## config.mk

```make
export PLATFORM = sky130hd
export DESIGN_NAME = video_decoder_serial_regs
export DESIGN_NICKNAME = d
export VERILOG_FILES = /design/src/rtl/vdec_pkg.sv /design/src/rtl/video_decoder_serial_regs.sv /design/src/rtl/serial_byte_link.sv
export SDC_FILE = /design/constraint.sdc
export NUM_CORES = 1
export LEC_CHECK = 0
export BUFFER_PORTS_ARGS = -buffer_cell sky130_fd_sc_hd__buf_2
export CAP_MARGIN = 0
export CORE_UTILIZATION = 51
export DETAILED_ROUTE_END_ITERATION = 8
export PLACE_DENSITY_LB_ADDON = 0.2
export SYNTH_ARGS = -nofsm -noshare
export SYNTH_HDL_FRONTEND = slang
export SYNTH_SLANG_ARGS = --single-unit
export TNS_END_PERCENT = 100
```

## constraint.sdc

```tcl
create_clock -name clk -period 2.2 [get_ports clk]
set_input_delay 0.44 -clock clk [delete_from_list [all_inputs] [get_ports clk]]
set_output_delay 0.44 -clock clk [all_outputs]
set_load 0.1 [all_outputs]
```

## src/rtl/vdec_pkg.sv

```systemverilog
// package: offsets, defaults, carriers and states of the decoder register bank
package vdec_pkg;

  // ==================================================
  // register offsets
  localparam logic [7:0] OFS_MAKER      = 8'h00;
  localparam logic [7:0] OFS_PART_HI    = 8'h01;
  localparam logic [7:0] OFS_PART_LO    = 8'h02;
  localparam logic [7:0] OFS_MAKER2     = 8'h03;
  localparam logic [7:0] OFS_GW_STATUS  = 8'h35;
  localparam logic [7:0] OFS_GW_RD      = 8'h36;
  localparam logic [7:0] OFS_GW_WR      = 8'h37;
  localparam logic [7:0] OFS_GW_DATA    = 8'h38;
  localparam logic [7:0] OFS_LOW_POWER  = 8'haa;
  localparam logic [7:0] OFS_SOFT_ERR   = 8'hb3;
  localparam logic [7:0] OFS_SYNC_STATE = 8'hb4;
  localparam logic [7:0] OFS_HSYNC      = 8'hb5;
  localparam logic [7:0] OFS_COEF_RB    = 8'hb6;
  localparam logic [7:0] OFS_LEVEL_RB   = 8'hb7;
  localparam logic [7:0] OFS_OUT_EN     = 8'hf2;
  localparam logic [7:0] OFS_PAD_FAST   = 8'hf8;
  localparam logic [7:0] OFS_PAD_SLOW   = 8'hf9;

  // slicer settings, slot 15 first: masks, patterns, levels, rate, modes
  localparam int SLICE_REGS = 16;
  localparam logic [15:0][7:0] SLICE_OFS = {
    8'hb8, 8'hb9, 8'hba, 8'hbb, 8'hbc, 8'hbd, 8'hc0, 8'hc1,
    8'hc2, 8'hc5, 8'hc6, 8'hc7, 8'hc8, 8'hc9, 8'hce, 8'hcf};

  // ==================================================
  // defaults and fields
  localparam logic [7:0]  RST_LOW_POWER = 8'h00;
  localparam logic [7:0]  RST_SLICE     = 8'h00;
  localparam logic [7:0]  RST_OUT_EN    = 8'h00;
  localparam logic [7:0]  RST_PAD       = 8'h04;
  localparam logic [15:0] RST_GW        = 16'h0000;
  localparam int          GW_BUSY_BIT   = 0;
  localparam int          GW_ARMED_BIT  = 1;
  localparam int          STRENGTH_W    = 3;
  localparam int          PAD_BUFFERS   = 8;

  // ==================================================
  // carriers and states
  typedef struct packed {
    logic [7:0] mask_hi;
    logic [7:0] mask_mid;
    logic [7:0] mask_lo;
    logic [7:0] pattern_hi;
    logic [7:0] pattern_mid;
    logic [7:0] pattern_lo;
    logic [7:0] soft_level;
    logic [7:0] rate_lo;
    logic [7:0] rate_hi;
    logic [7:0] filter_coef;
    logic [7:0] bit_level;
    logic [7:0] accumulator;
    logic [7:0] sync_level;
    logic [7:0] standard;
    logic [7:0] error_allowance;
    logic [7:0] byte_total;
  } slicer_cfg_type;

  typedef struct packed {
    logic [7:0] soft_errors;
    logic [7:0] sync_state;
    logic [7:0] hsync_tally;
    logic [7:0] coef_readback;
    logic [7:0] level_readback;
  } slicer_stat_type;

  typedef struct packed {
    logic        req;
    logic        we;
    logic [15:0] addr;
    logic [15:0] wdata;
  } ram_cmd_type;

  typedef enum logic [2:0] {
    ls_idle     = 3'b000,
    ls_addr     = 3'b001,
    ls_addr_ack = 3'b011,
    ls_rx       = 3'b010,
    ls_rx_ack   = 3'b110,
    ls_tx       = 3'b111,
    ls_tx_ack   = 3'b101,
    ls_skip     = 3'b100
  } link_state_type;

  typedef enum logic [1:0] {
    gw_idle  = 2'b00,
    gw_read  = 2'b01,
    gw_write = 2'b11
  } gw_state_type;

endpackage

```

## src/rtl/video_decoder_serial_regs.sv

```systemverilog
// video decoder control and status registers behind the serial control bus
`timescale 1ns/1ps
module video_decoder_serial_regs #(
  parameter logic [6:0]  DEV_ADDR_LOW  = 7'h43,
  parameter logic [6:0]  DEV_ADDR_HIGH = 7'h47,
  // identity values are arbitrary
  parameter logic [7:0]  MAKER_ID      = 8'h5a,
  parameter logic [15:0] PART_NUMBER   = 16'h1234,
  parameter logic [7:0]  MAKER_ID2     = 8'ha5,
  parameter int          RAM_DATA_W    = 12
) (
  input  wire logic                      clk,
  input  wire logic                      rstn,
  input  wire logic                      scl_in,
  input  wire logic                      sda_in,
  output logic                           sda_out,
  output logic                           sda_oe,
  input  wire logic                      addr_strap,
  input  wire logic                      vsync,
  input  wire vdec_pkg::slicer_stat_type slicer_stat,
  output vdec_pkg::slicer_cfg_type       slicer_cfg,
  output logic [7:0]                     low_power_cfg,
  output logic [7:0]                     output_drive_enable,
  output logic [7:0]                     pad_enables_fast,
  output logic [7:0]                     pad_enables_slow,
  output vdec_pkg::ram_cmd_type          ram_cmd,
  input  wire logic [RAM_DATA_W-1:0]     ram_rdata,
  input  wire logic                      ram_ack
);

  // ==================================================
  // elaboration checks
  if (RAM_DATA_W < 1 || RAM_DATA_W > 16) begin : g_bad_width
    $error("RAM_DATA_W must lie in 1..16");
  end

  localparam logic [15:0] DATA_MASK = 16'((17'h1 << RAM_DATA_W) - 17'h1);

  // ==================================================
  // address strap, caught once after reset release
  logic [1:0] strap_sync_q;
  logic       strap_q;
  logic       strap_d;
  logic       strap_done_q;
  logic       strap_done_d;

  always_comb begin
    strap_d      = strap_q;
    strap_done_d = 1'b1;
    if (!strap_done_q) begin
      strap_d = strap_sync_q[1];
    end
  end

  // synchroniser left unreset: a static strap needs no defined start
  always_ff @(posedge clk) begin
    strap_sync_q <= {strap_sync_q[0], addr_strap};
  end

  always_ff @(posedge clk) begin
    if (!rstn) begin
      strap_q      <= 1'b0;
      strap_done_q <= 1'b0;
    end else begin
      strap_q      <= strap_d;
      strap_done_q <= strap_done_d;
    end
  end

  // ==================================================
  // byte engine
  logic       addr_p;
  logic       read_mode;
  logic       byte_p;
  logic [7:0] rx_byte;
  logic       take_p;
  logic [7:0] rd_byte;

  serial_byte_link u_link (
    .clk       (clk),
    .rstn      (rstn),
    .dev_addr  (strap_q ? DEV_ADDR_HIGH : DEV_ADDR_LOW),
    .scl_in    (scl_in),
    .sda_in    (sda_in),
    .tx_byte   (rd_byte),
    .sda_oe    (sda_oe),
    .addr_p    (addr_p),
    .read_mode (read_mode),
    .byte_p    (byte_p),
    .byte_data (rx_byte),
    .take_p    (take_p)
  );

  assign sda_out = 1'b0;

  // ==================================================
  // subaddress pointer and byte pairing
  logic [7:0] sub_q;
  logic [7:0] sub_d;
  logic       have_sub_q;
  logic       have_sub_d;
  logic       phase_q;
  logic       phase_d;
  logic [7:0] hi_q;
  logic [7:0] hi_d;
  logic       byte_we;
  logic       pair_we;
  logic       is_pair;

  assign is_pair = (sub_q == vdec_pkg::OFS_GW_RD) ||
                   (sub_q == vdec_pkg::OFS_GW_WR) ||
                   (sub_q == vdec_pkg::OFS_GW_DATA);

  always_comb begin
    sub_d      = sub_q;
    have_sub_d = have_sub_q;
    phase_d    = phase_q;
    hi_d       = hi_q;
    byte_we    = 1'b0;
    pair_we    = 1'b0;
    if (addr_p) begin
      phase_d = 1'b0;
      if (!read_mode) begin
        have_sub_d = 1'b0;
      end
    end else if (byte_p) begin
      if (!have_sub_q) begin
        sub_d      = rx_byte;
        have_sub_d = 1'b1;
      end else if (is_pair) begin
        if (!phase_q) begin
          hi_d    = rx_byte;
          phase_d = 1'b1;
        end else begin
          pair_we = 1'b1;
          phase_d = 1'b0;
        end
      end else begin
        byte_we = 1'b1;
        sub_d   = sub_q + 8'h01;
      end
    end else if (take_p) begin
      // wide registers stay put so a host can stream pairs; bytes step on
      if (is_pair) begin
        phase_d = ~phase_q;
      end else begin
        sub_d = sub_q + 8'h01;
      end
    end
  end

  always_ff @(posedge clk) begin
    if (!rstn) begin
      sub_q      <= 8'h00;
      have_sub_q <= 1'b0;
      phase_q    <= 1'b0;
      hi_q       <= 8'h00;
    end else begin
      sub_q      <= sub_d;
      have_sub_q <= have_sub_d;
      phase_q    <= phase_d;
      hi_q       <= hi_d;
    end
  end

  // ==================================================
  // configuration registers
  logic [7:0]       low_power_q, low_power_d;
  logic [7:0]       out_en_q, out_en_d;
  logic [7:0]       pad_fast_q, pad_fast_d;
  logic [7:0]       pad_slow_q, pad_slow_d;
  logic [15:0][7:0] hold_q, hold_d;
  logic [15:0][7:0] act_q, act_d;

  always_comb begin
    low_power_d = low_power_q;
    out_en_d    = out_en_q;
    pad_fast_d  = pad_fast_q;
    pad_slow_d  = pad_slow_q;
    hold_d      = hold_q;
    // a write in the vsync cycle lands in holding and waits a field
    act_d       = vsync ? hold_q : act_q;
    if (byte_we) begin
      case (sub_q)
        vdec_pkg::OFS_LOW_POWER: begin
          low_power_d = rx_byte;
        end
        vdec_pkg::OFS_OUT_EN: begin
          out_en_d = rx_byte;
        end
        vdec_pkg::OFS_PAD_FAST: begin
          pad_fast_d = rx_byte;
        end
        vdec_pkg::OFS_PAD_SLOW: begin
          pad_slow_d = rx_byte;
        end
        default: begin
          low_power_d = low_power_q;
        end
      endcase
      for (int i = 0; i < vdec_pkg::SLICE_REGS; i++) begin
        if (sub_q == vdec_pkg::SLICE_OFS[i]) begin
          hold_d[i] = rx_byte;
        end
      end
    end
  end

  always_ff @(posedge clk) begin
    if (!rstn) begin
      low_power_q <= vdec_pkg::RST_LOW_POWER;
      out_en_q    <= vdec_pkg::RST_OUT_EN;
      pad_fast_q  <= vdec_pkg::RST_PAD;
      pad_slow_q  <= vdec_pkg::RST_PAD;
      hold_q      <= {vdec_pkg::SLICE_REGS{vdec_pkg::RST_SLICE}};
      act_q       <= {vdec_pkg::SLICE_REGS{vdec_pkg::RST_SLICE}};
    end else begin
      low_power_q <= low_power_d;
      out_en_q    <= out_en_d;
      pad_fast_q  <= pad_fast_d;
      pad_slow_q  <= pad_slow_d;
      hold_q      <= hold_d;
      act_q       <= act_d;
    end
  end

  assign slicer_cfg          = vdec_pkg::slicer_cfg_type'(act_q);
  assign low_power_cfg       = low_power_q;
  assign output_drive_enable = out_en_q;

  // ==================================================
  // pad buffer enables
  logic [7:0] pad_en_fast_q, pad_en_fast_d;
  logic [7:0] pad_en_slow_q, pad_en_slow_d;

  always_comb begin
    for (int i = 0; i < vdec_pkg::PAD_BUFFERS; i++) begin
      pad_en_fast_d[i] = 3'(i) <= pad_fast_q[vdec_pkg::STRENGTH_W-1:0];
      pad_en_slow_d[i] = 3'(i) <= pad_slow_q[vdec_pkg::STRENGTH_W-1:0];
    end
  end

  always_ff @(posedge clk) begin
    if (!rstn) begin
      pad_en_fast_q <= 8'h1f;
      pad_en_slow_q <= 8'h1f;
    end else begin
      pad_en_fast_q <= pad_en_fast_d;
      pad_en_slow_q <= pad_en_slow_d;
    end
  end

  assign pad_enables_fast = pad_en_fast_q;
  assign pad_enables_slow = pad_en_slow_q;

  // ==================================================
  // processor ram gateway
  vdec_pkg::gw_state_type gw_q, gw_d;
  logic [15:0] rd_addr_q, rd_addr_d;
  logic [15:0] wr_addr_q, wr_addr_d;
  logic [15:0] data_q, data_d;
  logic        armed_q, armed_d;
  logic [7:0]  gw_status;

  always_comb begin
    gw_d      = gw_q;
    rd_addr_d = rd_addr_q;
    wr_addr_d = wr_addr_q;
    data_d    = data_q;
    armed_d   = armed_q;
    // gateway writes while busy are dropped so the request stands; host polls status
    if (pair_we && gw_q == vdec_pkg::gw_idle) begin
      case (sub_q)
        vdec_pkg::OFS_GW_RD: begin
          rd_addr_d = {hi_q, rx_byte};
          if (gw_q == vdec_pkg::gw_idle) begin
            gw_d = vdec_pkg::gw_read;
          end
        end
        vdec_pkg::OFS_GW_WR: begin
          wr_addr_d = {hi_q, rx_byte};
          armed_d   = 1'b1;
        end
        vdec_pkg::OFS_GW_DATA: begin
          data_d = {hi_q, rx_byte} & DATA_MASK;
          if (armed_q) begin
            gw_d = vdec_pkg::gw_write;
          end
        end
        default: begin
          armed_d = armed_q;
        end
      endcase
    end
    case (gw_q)
      vdec_pkg::gw_read: begin
        if (ram_ack) begin
          data_d = 16'(ram_rdata);
          gw_d   = vdec_pkg::gw_idle;
        end
      end
      vdec_pkg::gw_write: begin
        if (ram_ack) begin
          wr_addr_d = wr_addr_q + 16'h0001;
          gw_d      = vdec_pkg::gw_idle;
        end
      end
      default: begin
        gw_d = gw_d;
      end
    endcase
  end

  always_ff @(posedge clk) begin
    if (!rstn) begin
      gw_q      <= vdec_pkg::gw_idle;
      rd_addr_q <= vdec_pkg::RST_GW;
      wr_addr_q <= vdec_pkg::RST_GW;
      data_q    <= vdec_pkg::RST_GW;
      armed_q   <= 1'b0;
    end else begin
      gw_q      <= gw_d;
      rd_addr_q <= rd_addr_d;
      wr_addr_q <= wr_addr_d;
      data_q    <= data_d;
      armed_q   <= armed_d;
    end
  end

  always_comb begin
    gw_status                         = 8'h00;
    gw_status[vdec_pkg::GW_BUSY_BIT]  = gw_q != vdec_pkg::gw_idle;
    gw_status[vdec_pkg::GW_ARMED_BIT] = armed_q;
  end

  always_comb begin
    ram_cmd.req   = gw_q != vdec_pkg::gw_idle;
    ram_cmd.we    = gw_q == vdec_pkg::gw_write;
    ram_cmd.addr  = (gw_q == vdec_pkg::gw_write) ? wr_addr_q : rd_addr_q;
    ram_cmd.wdata = data_q;
  end

  // ==================================================
  // readback
  always_comb begin
    case (sub_q)
      vdec_pkg::OFS_MAKER: begin
        rd_byte = MAKER_ID;
      end
      vdec_pkg::OFS_PART_HI: begin
        rd_byte = PART_NUMBER[15:8];
      end
      vdec_pkg::OFS_PART_LO: begin
        rd_byte = PART_NUMBER[7:0];
      end
      vdec_pkg::OFS_MAKER2: begin
        rd_byte = MAKER_ID2;
      end
      vdec_pkg::OFS_GW_STATUS: begin
        rd_byte = gw_status;
      end
      vdec_pkg::OFS_GW_DATA: begin
        rd_byte = phase_q ? data_q[7:0] : data_q[15:8];
      end
      vdec_pkg::OFS_SOFT_ERR: begin
        rd_byte = slicer_stat.soft_errors;
      end
      vdec_pkg::OFS_SYNC_STATE: begin
        rd_byte = slicer_stat.sync_state;
      end
      vdec_pkg::OFS_HSYNC: begin
        rd_byte = slicer_stat.hsync_tally;
      end
      vdec_pkg::OFS_COEF_RB: begin
        rd_byte = slicer_stat.coef_readback;
      end
      vdec_pkg::OFS_LEVEL_RB: begin
        rd_byte = slicer_stat.level_readback;
      end
      default: begin
        // write-only and unmapped offsets read as zero
        rd_byte = 8'h00;
      end
    endcase
  end

endmodule

```

## src/rtl/serial_byte_link.sv

```systemverilog
// serial control bus byte engine: start/stop, address match, byte shift, ack
`timescale 1ns/1ps
module serial_byte_link (
  input  wire logic       clk,
  input  wire logic       rstn,
  input  wire logic [6:0] dev_addr,
  input  wire logic       scl_in,
  input  wire logic       sda_in,
  input  wire logic [7:0] tx_byte,
  output logic            sda_oe,
  output logic            addr_p,
  output logic            read_mode,
  output logic            byte_p,
  output logic [7:0]      byte_data,
  output logic            take_p
);

  // ==================================================
  // pin synchronisers
  logic [1:0] scl_sync_q;
  logic [1:0] sda_sync_q;
  logic       scl_prev_q;
  logic       sda_prev_q;
  logic       scl;
  logic       sda;
  logic       rise;
  logic       fall;
  logic       start;
  logic       stop;

  assign scl   = scl_sync_q[1];
  assign sda   = sda_sync_q[1];
  assign rise  = scl & ~scl_prev_q;
  assign fall  = ~scl & scl_prev_q;
  assign start = scl & scl_prev_q & sda_prev_q & ~sda;
  assign stop  = scl & scl_prev_q & ~sda_prev_q & sda;

  // ==================================================
  // byte state machine
  vdec_pkg::link_state_type st_q, st_d;
  logic [3:0] cnt_q, cnt_d;
  logic [7:0] sh_q, sh_d, data_q, data_d;
  logic       rw_q, rw_d, drive_q, drive_d, nack_q, nack_d;
  logic       addr_d, addr_q, byte_d, byte_q, take_d, take_q;

  always_comb begin
    st_d    = st_q;
    cnt_d   = cnt_q;
    sh_d    = sh_q;
    data_d  = data_q;
    rw_d    = rw_q;
    drive_d = drive_q;
    nack_d  = nack_q;
    addr_d  = 1'b0;
    byte_d  = 1'b0;
    take_d  = 1'b0;
    if (stop) begin
      st_d    = vdec_pkg::ls_idle;
      drive_d = 1'b0;
    end else if (start) begin
      st_d    = vdec_pkg::ls_addr;
      cnt_d   = 4'h0;
      drive_d = 1'b0;
    end else begin
      case (st_q)
        vdec_pkg::ls_addr, vdec_pkg::ls_rx: begin
          if (rise) begin
            sh_d  = {sh_q[6:0], sda};
            cnt_d = cnt_q + 4'h1;
          end else if (fall && cnt_q == 4'h8) begin
            if (st_q == vdec_pkg::ls_rx) begin
              data_d  = sh_q;
              byte_d  = 1'b1;
              drive_d = 1'b1;
              st_d    = vdec_pkg::ls_rx_ack;
            end else if (sh_q[7:1] == dev_addr) begin
              rw_d    = sh_q[0];
              addr_d  = 1'b1;
              drive_d = 1'b1;
              st_d    = vdec_pkg::ls_addr_ack;
            end else begin
              st_d = vdec_pkg::ls_skip;
            end
          end
        end
        vdec_pkg::ls_addr_ack, vdec_pkg::ls_rx_ack: begin
          if (fall) begin
            drive_d = 1'b0;
            cnt_d   = 4'h0;
            st_d    = vdec_pkg::ls_rx;
            if (st_q == vdec_pkg::ls_addr_ack && rw_q) begin
              sh_d    = tx_byte;
              drive_d = ~tx_byte[7];
              take_d  = 1'b1;
              st_d    = vdec_pkg::ls_tx;
            end
          end
        end
        vdec_pkg::ls_tx: begin
          if (rise) begin
            cnt_d = cnt_q + 4'h1;
            sh_d  = {sh_q[6:0], 1'b0};
          end else if (fall) begin
            drive_d = (cnt_q == 4'h8) ? 1'b0 : ~sh_q[7];
            if (cnt_q == 4'h8) begin
              st_d = vdec_pkg::ls_tx_ack;
            end
          end
        end
        vdec_pkg::ls_tx_ack: begin
          if (rise) begin
            nack_d = sda;
          end else if (fall) begin
            st_d = vdec_pkg::ls_skip;
            if (!nack_q) begin
              sh_d    = tx_byte;
              drive_d = ~tx_byte[7];
              cnt_d   = 4'h0;
              take_d  = 1'b1;
              st_d    = vdec_pkg::ls_tx;
            end
          end
        end
        vdec_pkg::ls_idle, vdec_pkg::ls_skip: begin
          st_d = st_q;
        end
        default: begin
          st_d = vdec_pkg::ls_idle;
        end
      endcase
    end
  end

  always_ff @(posedge clk) begin
    if (!rstn) begin
      scl_sync_q <= 2'b11;
      sda_sync_q <= 2'b11;
      scl_prev_q <= 1'b1;
      sda_prev_q <= 1'b1;
      st_q       <= vdec_pkg::ls_idle;
      cnt_q      <= 4'h0;
      sh_q       <= 8'h00;
      data_q     <= 8'h00;
      rw_q       <= 1'b0;
      drive_q    <= 1'b0;
      nack_q     <= 1'b0;
      addr_q     <= 1'b0;
      byte_q     <= 1'b0;
      take_q     <= 1'b0;
    end else begin
      scl_sync_q <= {scl_sync_q[0], scl_in};
      sda_sync_q <= {sda_sync_q[0], sda_in};
      scl_prev_q <= scl;
      sda_prev_q <= sda;
      st_q       <= st_d;
      cnt_q      <= cnt_d;
      sh_q       <= sh_d;
      data_q     <= data_d;
      rw_q       <= rw_d;
      drive_q    <= drive_d;
      nack_q     <= nack_d;
      addr_q     <= addr_d;
      byte_q     <= byte_d;
      take_q     <= take_d;
    end
  end

  assign sda_oe    = drive_q;
  assign addr_p    = addr_q;
  assign read_mode = rw_q;
  assign byte_p    = byte_q;
  assign byte_data = data_q;
  // the tx byte is sampled by this engine, so the bank may offer it combinationally
  assign take_p    = take_d;

endmodule

```

After elaboration in Yosys (flattened, before gate mapping)

Cells that the tools add are included.

Bits of input ports: 59
Register bits: 401
Output and inout bits: 196
Logic and storage cells: 325

Reductions and logical operators: 57
Order comparisons: 16
Multiplexer cells: 93
Add/subtract/negate cells: 3
Bitwise gates (word level): 23
Eq/ne operators: 69

Operators by type and width:

| kind                                                          | number |
|---|---|
| equality test 8 bit, second input constant                    | 25 |
| 2-to-1 mux 16 bit                                             | 9 |
| 2-to-1 mux 8 bit                                              | 12 |
| one-hot mux 8 bit (11 select lines)                           | 1 |
| AND reduction 2 bit                                           | 24 |
| 2-to-1 mux 1 bit                                              | 41 |
| 2-to-1 mux 3 bit                                              | 12 |
| equality test 8 x 6 -> 1 bit, second input constant           | 4 |
| one-hot mux 8 bit (4 select lines)                            | 1 |
| less-or-equal comparator 3 bit, first input constant          | 8 |
| 2-to-1 mux 4 bit                                              | 6 |
| inequality test 3 x 1 -> 1 bit, second input constant         | 7 |
| AND reduction 10 bit                                          | 2 |
| inequality test 2 x 1 -> 1 bit, second input constant         | 9 |
| AND reduction 9 bit                                           | 2 |
| adder 16 x 1 -> 16 bit, second input constant                 | 1 |
| equality test 8 x 2 -> 1 bit, second input constant           | 2 |
| inverter 1 bit                                                | 16 |
| AND reduction 7 bit                                           | 2 |
| equality test 3 bit, second input constant                    | 4 |
| less-or-equal comparator 1 x 3 -> 1 bit, first input constant | 4 |
| less-or-equal comparator 2 x 3 -> 1 bit, first input constant | 4 |
| 2-to-1 mux 2 bit                                              | 6 |
| inequality test 2 bit, second input constant                  | 6 |
| 32 further kinds                                              | 53 |

Logic depth before layout (Yosys ltp)

Depth in word-level cells: 11
Gate-level depth with buffers: 9
Gate-level depth less buffers: 7

Modules after synthesis

Synthesis repeated with hierarchy kept, for this count alone.

Cell total of the unflattened synthesis: 1,735
Area total of the unflattened synthesis: 16,741.1 um2

By module, submodules not included:

| module                    | cells an instance | sequential area each (um2) | instances | area an instance (um2) |
|---|---|---|---|---|
| video_decoder_serial_regs | 1,529             | 7,347.0                    | 1         | 14,883.0 |
| serial_byte_link          | 206               | 680.7                      | 1         | 1,858.0 |

Least setup slack after synthesis

Ideal clock, no wire load.

Path kind: register -> output
Start: register gw_q[0]
End: output port ram_cmd[29] in the netlist's numbering
Arrival: 3.001 ns
Data required time: 1.760 ns
Stages on the path, launching flop included: 4
Path slack: -1.241 ns
Cell sequence: dfxtp_1 -> nand2_1 -> clkbuf_1 -> o21ai_0

RTL lines:

| what                   | RTL line                         | source |
|---|---|---|
| start, declared        | video_decoder_serial_regs.sv:258 | `vdec_pkg::gw_state_type gw_q, gw_d;` |
| start signal, assigned | video_decoder_serial_regs.sv:316 | `gw_q <= vdec_pkg::gw_idle;` |
| start signal, assigned | video_decoder_serial_regs.sv:322 | `gw_q <= gw_d;` |
| end, declared          | video_decoder_serial_regs.sv:26  | `output vdec_pkg::ram_cmd_type ram_cmd,` |

==> results.md <==
Critical path:
- Along the worst path, the maximum fanout reaches 5.
- The worst register-to-register path ends at u_link.sh_q[5].
- The category of the critical setup timing path is register to output pin.
- The largest single stage delay on the critical path is 0.33 ns.
- The length in cells of the worst reg-to-reg path is 5.
- The required time of the worst setup path is between 1.5 and 2 ns.
- Walking the worst path, the cells encountered are buf_6, nand2_8, buf_12, mux2_4, buf_12.
- Counting stages on the worst path, the most repeated cell is sky130_fd_sc_hd__buf_12.
- The setup check on the worst reg-to-reg path leaves a slack of ~0.09 ns.
- The kind of cell with the highest combined delay on the critical path is buffers and inverters.
- The startpoint identified for the worst register-to-register timing path is sub_q[4].
- STA classifies the critical path startpoint as a register.
- The critical path data arrival time is 1.72 ns.
- The category of the worst setup path capture point is an output pin.
- The count of buffer and inverter cells on the critical path is 3.
- The master of the slowest instance on the critical path is sky130_fd_sc_hd__dfxtp_2.

Route:
- The starting DRC count in detailed routing is 911.
- The detail-routed net length per standard cell is 18.36 um.
- The remaining antenna violation count is 0.
- In the routed design, unresolved DRC markers number 0.
- The sum of routed wire length over all layers is 43.98 mm.
- The number of detailed-route iterations in the first pass is 5.
- The detailed router placed 13220 vias in this run.
- The number of vias per cell after detailed routing is 5.519.

Clock network:
- The clock latency reported for the late side of the worst-skew pair is around 0.54 ns.
- The clock transition at the registers of the reported paths is around 0.06 ns.
- The clock net sink count is between 400 and 500.
- The largest buffer count on any clock path is 3.
- The H-tree level count is 2.
- The number of clock buffers inserted by TritonCTS is 42.
- The clock tree from TritonCTS is yes.
- The clock root buffer is sky130_fd_sc_hd__clkbuf_16.

Cells and area:
- The number of antenna diodes is 0.
- After the last flow step, the layout net total stands at 2037.
- The area growth from synthesis to final layout is 24.64%.
- The fraction of layout instances using a drive strength above 1 is 23.91%.
- The cell area after layout is 20220 um2.

Pwr:
- In this run switching power makes up 21.27% of total power.
- Registers are responsible for 49.7% of the overall power.
- For this design the total switching power over the nets is ~3.1 mW.
- For this design the ratio of total power to cell area is between 700 and 800 nW/um2.
- The share of total power in combinational logic is approximately 2.8%.
- The internal portion of the total power is about 12 mW.
- The maximum resistive drop on vdd is 0.0005732 V.
- The analysis attributes to cell leakage a power of 9.637 nW.
- Per report_power, the clock group accounts for 47.5% of the total.

Synthesis:
- The fraction of registers with async set or reset after synthesis is 0%.
- In this run the mean area of a mapped cell was roughly 9.6 um2.
- The proportion of netlist area held by the largest area contributor is a little under 50%.
- In this run the cell area of the synthesized design comes to 16230 um2.
- After synthesis the netlist holds a flip-flop and latch count of 401.
- After synthesis, the most frequently instantiated cells are sky130_fd_sc_hd__dfxtp_1 (401), sky130_fd_sc_hd__nor2_1 (369), sky130_fd_sc_hd__mux2i_1 (320).
- Counting flops with a built-in enable in the synthesized netlist gives 0.
- The unique cell type count in the Yosys netlist is just over 80.
- The Yosys step of the flow raised 0 warnings.
- The leading cell type by number of instances after synthesis is sky130_fd_sc_hd__dfxtp_1.
- Counting every instance in the synthesized netlist gives 1693.
- In the post-synthesis netlist, the biggest area contributors are sky130_fd_sc_hd__dfxtp_1 (49%), sky130_fd_sc_hd__mux2i_1 (20%), sky130_fd_sc_hd__nor2_1 (8.5%), sky130_fd_sc_hd__clkbuf_1 (2.2%), sky130_fd_sc_hd__nand2_1 (1.4%).
- The share of the yosys chip area belonging to registers is 49.48%.
- For this run, the leading register cell type out of synthesis is sky130_fd_sc_hd__dfxtp_1.
- The largest total area in the synthesized netlist belongs to sky130_fd_sc_hd__dfxtp_1.

Timing:
- The minimum clock period is 2.157 ns.
- The tightest hold path in the finished design has a slack of between 0.08 and 0.09 ns.
- Based on the critical path, the design can be clocked at up to 0.4636 GHz.
- The final clock period utilization by the worst path is a little over nine tenths.
- The normalized max-slew margin is slightly below 60%.
- The final setup violation count is 0.
- The transition time at the pin with the least slew margin is 0.6347 ns.
- After layout, the worst setup slack is 0.04285 ns.
- The clock skew after layout is 0.01962 ns.
- Setup repair after global routing could not meet its margin everywhere.
- Summed over all failing endpoints, the final setup total negative slack is 0 ns.
- The final hold violation count came to 0.
- The final count of pins violating max slew is 0.

Min path:
- The end of the worst hold path is u_link.sda_sync_q[0].
- The number of stages on the worst hold path is 2.
- The origin of the worst min-delay path is sda_in.
- The type of the most critical hold path is primary input to register.

Die:
- The die is 180.4 um tall.
- The floorplan die width is 180.4 um.
- Row generation in the floorplan step produced 64 rows.
- The core footprint is 30910 um2.
- The initial utilization of the core area, before any placement, comes to 52.49%.
- The overall die area is between 30000 and 40000 um2.
- The I/O pin total is around 260.

Global route:
- For this run the aggregate overflow at the end of global routing stands at 0.
- In the global route stage, overall resource usage came out at 26.37%.
- The global-route wire length before repair is 69.65 mm.
- The via count of the first global-routing pass is 12860.
- Entering global routing, the biggest net connects 71 pins.
- The number of antenna violations at the first check in global routing is 0.

Placement:
- Summing all placed instances gives a cell area of 18630 um2.
- The placed wire-length estimate after detailed placement is around 30 mm.
- In this run the tool buffered the top-level ports with 253 buffer cells.
- The worst slack at placement is -0.1297 ns.
- The final weighted congestion in routability-driven placement is 0.8906.

Job:
- The number of violations of the max-capacitance limit is 0.

Outcome:
- The run finished with clean final reports.
==> logic make-up (layout without fill, tap and decap cells) <==
| group | count (synthesis) | count (layout) | share of synthesized area (%) |
|---|---|---|---|
| AND/OR/NAND/NOR | 580 | 580 | 15.90 |
| flip-flops | 401 | 401 | 49.48 |
| multiplexers | 341 | 341 | 21.27 |
| AO/OA/AOI/OAI | 203 | 203 | 8.706 |
| buffers and inverters | 155 | 460 | 3.848 |
| adder cells (fa/ha/maj) | 7 | 7 | 0.5398 |
| XOR/XNOR | 4 | 4 | 0.2160 |
| other | 2 | 3 | 0.04628 |
==> flip-flops by register name, indices dropped and copies added (netlist names), 4 cells and up <==
| register | cells |
|---|---|
| low_power_cfg | 8 |
| hold_q | 128 |
| data_q | 16 |
| u_link.sh_q | 8 |
| u_link.byte_data | 8 |
| slicer_cfg | 128 |
| output_drive_enable | 8 |
| pad_enables_fast | 8 |
| wr_addr_q | 16 |
| sub_q | 8 |
| u_link.cnt_q | 4 |
| rd_addr_q | 16 |
| hi_q | 8 |
| pad_enables_slow | 8 |
==> per-stage QoR <==
step                      cells  total power [mW]  utilization (%)
after floorplan            1694             7.703                -
after global placement     2316             7.851            60.26
after detailed placement   2316             7.852            60.26
after CTS                  2394             14.77            65.26
after global routing       2395             15.11            65.43
final                      2395             14.67            65.43
==> cells in the final DEF (no fill, tap or decap), types with 6 or more instances in the layout <==
master | Yosys | final
sky130_fd_sc_hd__mux2i_1 | 320 | 320
sky130_fd_sc_hd__nor3_1 | 13 | 13
sky130_fd_sc_hd__nand2_1 | 62 | 61
sky130_fd_sc_hd__o21ai_0 | 45 | 43
sky130_fd_sc_hd__mux2_4 | 0 | 15
sky130_fd_sc_hd__and2_1 | 8 | 8
sky130_fd_sc_hd__nand2b_1 | 10 | 10
sky130_fd_sc_hd__o311a_1 | 7 | 7
sky130_fd_sc_hd__inv_1 | 26 | 26
sky130_fd_sc_hd__a22oi_1 | 9 | 8
sky130_fd_sc_hd__a21oi_1 | 45 | 45
sky130_fd_sc_hd__nand4_1 | 9 | 9
sky130_fd_sc_hd__nand3b_1 | 11 | 11
sky130_fd_sc_hd__clkbuf_1 | 95 | 10
sky130_fd_sc_hd__buf_4 | 1 | 91
sky130_fd_sc_hd__dfxtp_2 | 0 | 6
sky130_fd_sc_hd__a211oi_1 | 20 | 18
sky130_fd_sc_hd__nor2_1 | 369 | 367
sky130_fd_sc_hd__clkbuf_8 | 0 | 9
sky130_fd_sc_hd__a31oi_1 | 10 | 10
sky130_fd_sc_hd__clkbuf_16 | 0 | 43
sky130_fd_sc_hd__buf_12 | 0 | 28
sky130_fd_sc_hd__dfxtp_1 | 401 | 395
sky130_fd_sc_hd__clkinv_2 | 0 | 6
sky130_fd_sc_hd__nand3_1 | 38 | 38
sky130_fd_sc_hd__buf_2 | 19 | 236
sky130_fd_sc_hd__and3_1 | 17 | 16
==> power by group through the flow <==
stage,Combinational [mW],Sequential [mW],Clock [mW]
2_1_floorplan,0.250,7.45,0
4_1_cts,0.407,7.29,7.08
5_1_grt,0.435,7.29,7.39
3_5_place_dp,0.404,7.45,0
3_3_place_gp,0.403,7.45,0
6_report,0.408,7.29,6.97
==> layout make-up <==
type                    instances  area, um2
multi-input cells            1138       7700
flip-flops and latches        401       8035
clock buffers                  62       1237
clock inverters                10      122.6
fillers                      2561      10690
well taps                     396      495.5
repair buffers                361       2524
inverters                      27      108.9
==> layer usage <==
metal | up-vias | GRT usage [%] | share of wire [%]
met4 | 0 | 7.966 | 2.3
met2 | 386 | 44.34 | 47
met5 | - | 0 | 0
met1 | 6365 | 34.03 | 44
li1 | 6400 | - | -
met3 | 66 | 5.376 | 6.2
==> worst max path at each step <==
stage                     depth (start not counted)  startpoint  slack, ns              to
after floorplan                                   3     gw_q[0]       0.04     ram_cmd[29]
after global placement                            7    sub_q[0]      -0.04  u_link.sh_q[6]
after detailed placement                          7    sub_q[0]      -0.13  u_link.sh_q[6]
after CTS                                         5     gw_q[0]       0.02     ram_cmd[25]
after global routing                              7    sub_q[1]      -0.04    wr_addr_q[9]
final                                             5     gw_q[1]       0.04     ram_cmd[20]
==> repair_timing <==
item	in CTS	in global routing
cloned	2	0
hold endpoints to repair	1	0
pin swaps	1	5
endpoints found under the setup margin	24	54
resized for setup	27	13
setup buffers	3	1
hold buffers	1	0
Note: power is estimated with default switching activity, not from simulation.
